<file path="src/hw/lsti_cfg.svh">
// Constants of the light sensor threshold interrupt block
`ifndef LSTI_CFG_SVH
`define LSTI_CFG_SVH

// ----------------------------------------------------------------------------
// Register map and fields
// ----------------------------------------------------------------------------
`define LSTI_ADDR_W          5
`define LSTI_OFS_IRQ_CTRL    5'h02
`define LSTI_IRQ_CTRL_RESET  8'h00
`define LSTI_IRQ_CTRL_MASK   8'h5F
`define LSTI_BIT_HALT        6
`define LSTI_BIT_MODE        4
`define LSTI_PERSIST_HI      3
`define LSTI_PERSIST_LO      0
`define LSTI_TRANS_CLEAR     2'h3
`define LSTI_PERSIST_ZERO    4'h0
`define LSTI_MANUAL_COUNT    8'h00

// ----------------------------------------------------------------------------
// Timing
// ----------------------------------------------------------------------------
`define LSTI_INTERVAL_NS     2700000
`define LSTI_MCLK_NS         50

`endif

</file>
<file path="src/hw/lsti_pkg.sv">
// Types of the light sensor threshold interrupt block
package lsti_pkg;

  // Interrupt mode select
  typedef enum logic {
    LSTI_MODE_OFF   = 1'b0,
    LSTI_MODE_LEVEL = 1'b1
  } lsti_mode_t;

  // Integration timer states
  typedef enum logic [1:0] {
    LSTI_ST_IDLE = 2'b00,
    LSTI_ST_RUN  = 2'b01,
    LSTI_ST_HALT = 2'b10
  } lsti_state_t;

endpackage : lsti_pkg

</file>
<file path="src/hw/lsti_persist.sv">
// Persistence filter for channel 0 window results
`include "lsti_cfg.svh"

module lsti_persist #(
  parameter int CNT_W = 4
) (
  // Clock and reset
  input  wire logic             i_mclk,
  input  wire logic             i_reset,
  // Conversion result
  input  wire logic             i_conv_done,
  input  wire logic             i_outside,
  // Control
  input  wire logic [CNT_W-1:0] i_persist,
  input  wire logic             i_clear,
  // Qualified event
  output logic                  o_fire
);

  logic [CNT_W-1:0] run_cnt;
  logic [CNT_W-1:0] next_run_cnt;
  wire  [CNT_W-1:0] cnt_inc = run_cnt + CNT_W'(1);
  wire              sat     = (run_cnt == {CNT_W{1'b1}});

  assign o_fire = i_conv_done &&
                  ((i_persist == `LSTI_PERSIST_ZERO) || (i_outside && (cnt_inc >= i_persist || sat)));

  always_comb begin
    next_run_cnt = run_cnt;
    if (i_clear || (i_conv_done && !i_outside)) begin
      next_run_cnt = '0;
    end else if (i_conv_done && !sat) begin
      next_run_cnt = cnt_inc;
    end
  end

  // Consecutive out-of-window count
  always_ff @(posedge i_mclk) begin
    if (i_reset) begin
      run_cnt <= '0;
    end else begin
      run_cnt <= next_run_cnt;
    end
  end
endmodule : lsti_persist

</file>
<file path="src/hw/lsti_top.sv">
// Threshold interrupt and integration timer of a two-channel light converter
`include "lsti_cfg.svh"

module lsti_top #(
  parameter int INTERVAL_CYC = (`LSTI_INTERVAL_NS + `LSTI_MCLK_NS - 1) / `LSTI_MCLK_NS,
  parameter int PERSIST_W    = 4
) (
  // Clock and reset
  input  wire logic                    i_mclk,
  input  wire logic                    i_reset,
  // Register write and read port
  input  wire logic                    i_reg_wr,
  input  wire logic [`LSTI_ADDR_W-1:0] i_reg_addr,
  input  wire logic [7:0]              i_reg_wdata,
  output logic      [7:0]              o_reg_rdata,
  // Command transaction strobe
  input  wire logic                    i_cmd_wr,
  input  wire logic [1:0]              i_cmd_transaction,
  // Settings from neighbouring registers
  input  wire logic                    i_adc_enable,
  input  wire logic [7:0]              i_integ_period_count,
  input  wire logic [15:0]             i_low_thresh,
  input  wire logic [15:0]             i_high_thresh,
  // Channel 0 conversion result
  input  wire logic                    i_conv_done,
  input  wire logic [15:0]             i_ch0_data,
  // Integration control
  output logic                         o_integ_run,
  output logic                         o_integ_end,
  output logic                         o_manual_mode,
  // Interrupt state and pin
  output logic                         o_irq_active,
  output logic                         o_irq_n_out,
  output logic                         o_irq_n_oe
);

  localparam int IVL_W = $clog2(INTERVAL_CYC + 1);

  // --------------------------------------------------------------------------
  // Interrupt control register
  // --------------------------------------------------------------------------
  logic [7:0] irq_ctrl;
  logic [7:0] rdata;

  wire        ctrl_hit   = i_reg_wr && (i_reg_addr == `LSTI_OFS_IRQ_CTRL);
  wire        halt_on_irq = irq_ctrl[`LSTI_BIT_HALT];
  wire        irq_mode_select = irq_ctrl[`LSTI_BIT_MODE];
  wire [PERSIST_W-1:0] persist = PERSIST_W'(irq_ctrl[`LSTI_PERSIST_HI:`LSTI_PERSIST_LO]);
  wire        mode_level = (lsti_pkg::lsti_mode_t'(irq_mode_select) == lsti_pkg::LSTI_MODE_LEVEL);
  wire [7:0]  next_rdata = (i_reg_addr == `LSTI_OFS_IRQ_CTRL) ? irq_ctrl : 8'h00;

  // Control register store; reserved bits kept at zero
  always_ff @(posedge i_mclk) begin
    if (i_reset) begin
      irq_ctrl <= `LSTI_IRQ_CTRL_RESET;
    end else if (ctrl_hit) begin
      irq_ctrl <= i_reg_wdata & `LSTI_IRQ_CTRL_MASK;
    end
  end

  // Registered read data
  always_ff @(posedge i_mclk) begin
    if (i_reset) begin
      rdata <= 8'h00;
    end else begin
      rdata <= next_rdata;
    end
  end

  assign o_reg_rdata = rdata;

  // --------------------------------------------------------------------------
  // Window compare and persistence
  // --------------------------------------------------------------------------
  logic irq;
  logic fire;

  wire outside   = (i_ch0_data <= i_low_thresh) || (i_ch0_data > i_high_thresh);
  wire irq_clear = i_cmd_wr && (i_cmd_transaction == `LSTI_TRANS_CLEAR);

  lsti_persist #(
    .CNT_W       (PERSIST_W)
  ) u_persist (
    .i_mclk      (i_mclk),
    .i_reset     (i_reset),
    .i_conv_done (i_conv_done),
    .i_outside   (outside),
    .i_persist   (persist),
    .i_clear     (irq_clear),
    .o_fire      (fire)
  );

  wire irq_set  = fire && mode_level;
  // held until clear; set wins over clear
  wire next_irq = irq_set || (irq && !irq_clear);

  // Interrupt latch
  always_ff @(posedge i_mclk) begin
    if (i_reset) begin
      irq <= 1'b0;
    end else begin
      irq <= next_irq;
    end
  end

  assign o_irq_n_out  = 1'b0;
  assign o_irq_n_oe   = irq && mode_level;
  assign o_irq_active = irq;

  // --------------------------------------------------------------------------
  // Integration timer
  // --------------------------------------------------------------------------
  lsti_pkg::lsti_state_t state;
  lsti_pkg::lsti_state_t next_state;
  logic [IVL_W-1:0]      ivl_cnt;
  logic [7:0]            per_cnt;
  logic                  integ_end;

  wire       manual     = (i_integ_period_count == `LSTI_MANUAL_COUNT);
  wire [7:0] per_target = 8'(~i_integ_period_count + 8'h01);
  wire       ivl_last   = (ivl_cnt == IVL_W'(INTERVAL_CYC - 1));
  wire       per_last   = (per_cnt == 8'(per_target - 8'h01));
  wire       period_end = (state == lsti_pkg::LSTI_ST_RUN) && ivl_last && per_last;
  wire       halt_req   = halt_on_irq && irq;

  // Timer state selection
  always_comb begin
    next_state = state;
    case (state)
      lsti_pkg::LSTI_ST_IDLE: begin
        if (i_adc_enable && !manual && !halt_req) begin
          next_state = lsti_pkg::LSTI_ST_RUN;
        end
      end
      lsti_pkg::LSTI_ST_RUN: begin
        if (halt_req) begin
          next_state = lsti_pkg::LSTI_ST_HALT;
        end else if (!i_adc_enable || manual) begin
          next_state = lsti_pkg::LSTI_ST_IDLE;
        end
      end
      lsti_pkg::LSTI_ST_HALT: begin
        if (!i_adc_enable) begin
          next_state = lsti_pkg::LSTI_ST_IDLE;
        end
      end
      default: begin
        next_state = lsti_pkg::LSTI_ST_IDLE;
      end
    endcase
  end

  // State register
  always_ff @(posedge i_mclk) begin
    if (i_reset) begin
      state <= lsti_pkg::LSTI_ST_IDLE;
    end else begin
      state <= next_state;
    end
  end

  always_ff @(posedge i_mclk) begin
    if (i_reset || state != lsti_pkg::LSTI_ST_RUN) begin
      ivl_cnt <= '0;
      per_cnt <= 8'h00;
    end else if (ivl_last) begin
      ivl_cnt <= '0;
      per_cnt <= per_last ? 8'h00 : 8'(per_cnt + 8'h01);
    end else begin
      ivl_cnt <= IVL_W'(ivl_cnt + 1'b1);
    end
  end

  // End-of-integration strobe
  always_ff @(posedge i_mclk) begin
    if (i_reset) begin
      integ_end <= 1'b0;
    end else begin
      integ_end <= period_end && !halt_req;
    end
  end

  assign o_integ_run   = (state == lsti_pkg::LSTI_ST_RUN);
  assign o_integ_end   = integ_end;
  assign o_manual_mode = manual;
endmodule : lsti_top

</file>
<file path="config.mk">
export PLATFORM = sky130hd
export DESIGN_NAME = lsti_top
export DESIGN_NICKNAME = d
export VERILOG_FILES = /design/src/hw/lsti_pkg.sv /design/src/hw/lsti_persist.sv /design/src/hw/lsti_top.sv
export VERILOG_INCLUDE_DIRS = /design/src /design/src/hw
export SDC_FILE = /design/constraint.sdc
export NUM_CORES = 1
export LEC_CHECK = 0
export BUFFER_PORTS_ARGS = -buffer_cell sky130_fd_sc_hd__buf_4
export CORE_ASPECT_RATIO = 0.6
export CORE_MARGIN = 2
export CORE_UTILIZATION = 30
export DETAILED_ROUTE_END_ITERATION = 6
export GPL_TIMING_DRIVEN = 0
export RECOVER_POWER = 50
export SETUP_SLACK_MARGIN = 0.15
export SLEW_MARGIN = 20
export SYNTH_ARGS = -nofsm -noshare
export SYNTH_HDL_FRONTEND = slang
export SYNTH_HIERARCHICAL = 1
export SYNTH_SLANG_ARGS = --single-unit
</file>
<file path="constraint.sdc">
create_clock -name i_mclk -period 3.3 [get_ports i_mclk]
set_input_delay 0.99 -clock i_mclk [delete_from_list [all_inputs] [get_ports i_mclk]]
set_output_delay 0.99 -clock i_mclk [all_outputs]
set_load 0.005 [all_outputs]
</file>
==> summary.md <==
| Metric | Value |
|---|---|
| Status | finished, violations left |
| Failing checks | max-capacitance violations, max-slew violations |
| Detailed-route via count | 2,494 |
| Fillers | 952 |
| Worst-path clk slew | 60 ps |
| Grt ovf | 0 |
| # placed instances | 553 |
| Setup crit end kind | output pin |
| NetSw | 0.288 mW |
| Crit share post-route | 92.6% |
| Endpoints failing hold | 0 |
| FMAX | 0.327 GHz |
| Post-Synthesis Cells | 336 |
| Worst hold path class | register to register |
| Initial Util | 30.9% |
| Area of the die | 10,300 sq um |
| Synth warnings | 6 |
| DP Wirelength | 5.64 mm |
| DR pass1 iterations | 4 |
| Final Slew Violations | 11 |
| P_int | 0.928 mW |
| Crit path DAT | 2070 ps |
| Die span in y | 79.3 microns |
| Nets@finish | 546 |
| Post-DRT Antenna Nets | 0 |
| Final core utilization | 41.2% |
| Max-Cap Viols | 1 |
| Post-CTS setup buffers | 0 |
| Initial antenna violation count | 0 |
| Port Buf Inserts | 85 |
| Layout Cells excl Fill | 560 |
| Crit path launch type | input pin |
| Post-Route WL | 6.79 mm |
| Routed WL per cell | 12.1 microns |
| Synth Register Bits | 44 |
| Clock buffer depth | 2 |
| Crit path cell chain | clkbuf_4, or4_1, nor2_1, buf_4 |
| Rows | 27 |
| Clk Latency, worst-skew pair | 280 ps |
| Vias in the first global route | 2,487 |
| RSZ-0062 raised after global routing | false |
| Synthesized area | 2840 sq um |
| Clock Skew | 4.24 ps |
| CP max FO | 2 |
| Critical Path RT | 2310 ps |
| Seq/Total Area, Yosys | 31.1% |
| Rel. slew slack | -7.00% |
| Clock power share | 38.1% |
| Power per standard cell area | 321 nW/um^2 |
| Switch share | 23.7% |
| Root buffer cell | clkbuf_16 |
| Fraction of final layout cells sized beyond drive strength 1 | 24.2% |
| Synth unique cells | 48 |
| Global-route wire length before repair | 11.5 mm |
| Final Critical Period | 3060 ps |
| Logic pwr share | 17.5% |
| Slew @ Worst Pin | 1590 ps |
| Vias per std cell | 4.45 |
| Synth-to-Final Area Change | 33.4% |
| Die Wd | 130 microns |
| DRC | 0 |
| Ports | 91 |
| Critical-path top delay cell | or4_1 |
| Leakage power | 1.74 nW |
| Cell taking the most area after synthesis | dfxtp_1 |
| Crit Path Category | input pin to output pin |
| Clk sinks | 44 |
| Primary FF master, synth | dfxtp_1 |
| Area of the multi-input gates | 1780 sq um |
| 1st-iter DRT viols | 139 |
| Gpl congestion | 0.812 |
| Num CTS Buffers | 5 |
| Synth top area share | 31.1% |
| Max VDD drop | 0.000179 V |
| Pin count of the biggest net entering global routing | 13 |
| Total GRT Usage | 14.1% |
| Final setup vio count | 0 |
| CTS HTree Levels | 2 |
| Seq. cell area | 881 sq um |
| Synth area leaders | dfxtp_1 31%, ha_1 17%, xor2_1 5.6%, nor2_1 5.4%, inv_1 5.3% |
| CORE AREA | 9190 sq um |
| Ant diodes | 0 |
| Mean Syn Cell Area | 8.44 sq um |
| Post-synth EDFFs | 0 |
| Ys async rst share | 0% |
| Flop pwr share | 44.5% |
| Slowest cell delay on critical path | 550 ps |
| TritonCTS clock tree | yes |
-- registers in the layout, summed over array words and instances, names as in the netlist --
register and cells:
irq_ctrl 6, u_persist/run_cnt 4, per_cnt 8, o_integ_end 1
state 2, ivl_cnt 16, o_reg_rdata 6, o_irq_active 1
-- synth_stat cells, types with 2 or more instances --
cell type and instances:
a221oi_1 2, a221o_1 2, nand4bb_1 2, xor2_1 18, and3_1 3, ha_1 39, o21ai_0 7, nor2b_1 3
or3_1 2, inv_1 40, and2_1 8, or4_1 3, nor2_1 41, a21oi_1 19, xnor2_1 13, nand3_1 15
and4_1 3, nor4_1 6, dfxtp_1 44, nand2_1 21, nand4_1 9, or2_2 2, buf_4 3, mux2i_1 7
-- per-layer routing --
metal,up-vias,wire length [microns],GRT usage [%],share of wire [%]
met3,11,248,2.76,3.7
met2,34,2890,20.5,43
met1,1116,3540,20.5,52
li1,1333,-,-,-
met4,0,112,4.73,1.7
met5,-,0,0,0
-- kinds of logic (layout without fill, tap and decap cells) --
family	Yosys count	count (layout)	synth area share [%]
AO/OA/AOI/OAI	36	36	7.59
multiplexers	7	7	2.47
flip-flops	44	44	31.1
adder cells (fa/ha/maj)	39	39	17.2
AND/OR/NAND/NOR	131	131	25.0
other	1	3	0.132
buffers and inverters	47	139	6.93
XOR/XNOR	31	31	9.58
-- power by group through the flow --
| stage | Clock [mW] | Sequential [mW] | Combinational (mW) |
|---|---|---|---|
| detailed placement | 0 | 0.552 | 0.208 |
| CTS | 0.478 | 0.540 | 0.209 |
| floorplan | 0 | 0.551 | 0.102 |
| global placement | 0 | 0.552 | 0.201 |
| finish | 0.463 | 0.541 | 0.212 |
| global route | 0.499 | 0.541 | 0.241 |
-- worst max-delay path, delay by kind of cell --
| family | cells | cell delay, ps |
|---|---|---|
| buf+inv | 2 | 280 |
| simple gates | 2 | 790 |
-- path summary, 6_finish.rpt --
check | cells after the start | to | start | slack [ps]
setup reg to reg | 7 | ivl_cnt[8]$_SDFF_PP0_ | ivl_cnt[0]$_SDFF_PP0_ | 420
setup / recovery | 4 | o_manual_mode | i_integ_period_count[4] | 240
hold / removal | 1 | ivl_cnt[0]$_SDFF_PP0_ | ivl_cnt[0]$_SDFF_PP0_ | 470
hold reg to reg | 1 | ivl_cnt[0]$_SDFF_PP0_ | ivl_cnt[0]$_SDFF_PP0_ | 470
-- final cells by class --
| class | count | share of cell area (%) |
|---|---|---|
| multi-input combinational | 247 | 47.0 |
| buffer | 6 | 1.09 |
| timing repair buffer | 85 | 16.7 |
| tap | 130 | 4.30 |
| clock buffer | 6 | 3.41 |
| inverter | 41 | 4.07 |
| clock inverter | 1 | 0.132 |
| sequential | 44 | 23.3 |
-- repair_timing --
action	in CTS	in global routing
hold buffers	0	0
resized for setup	1	4
setup endpoints to repair	4	5
pin swaps	0	4
-- cells in the final DEF, fill, tap and decap left out, types with 2 or more instances in the layout --
master     Yosys  layout
clkbuf_4       0      11
clkbuf_16      0       5
inv_1         40      40
a221o_1        2       2
nand3_1       15      15
nor2_1        41      41
nor4_1         6       7
nand4bb_1      2       2
and2_0         0       5
or3_1          2       2
and4_1         3       3
a21oi_1       19      19
a221oi_1       2       2
ha_1          39      37
o21ai_0        7       5
ha_4           0       2
o21ai_1        0       2
and2_1         8       3
mux2i_1        7       7
or2_2          2       2
dfxtp_1       44      44
xor2_1        18      18
xnor2_1       13      13
conb_1         1       3
buf_4          3      75
nand4_1        9       9
nand2_1       21      21
and3_1         3       3
nor2b_1        3       3
clkbuf_1       1       5
or4_1          3       2
-- through the flow --
step	worst slack [ps]	cell area (sq um)	setup TNS (ps)	hold WS [ps]	total power, mW
2_1_floorplan	221	2840	0	429	0.653
6_report	245	3780	0	470	1.22
4_1_cts	185	3780	0	465	1.23
5_1_grt	151	3780	0	489	1.28
3_5_place_dp	-203	3640	-793	456	0.760
3_3_place_gp	-180	3640	-703	448	0.754
No activity file was read; power rests on OpenSTA's default activity.
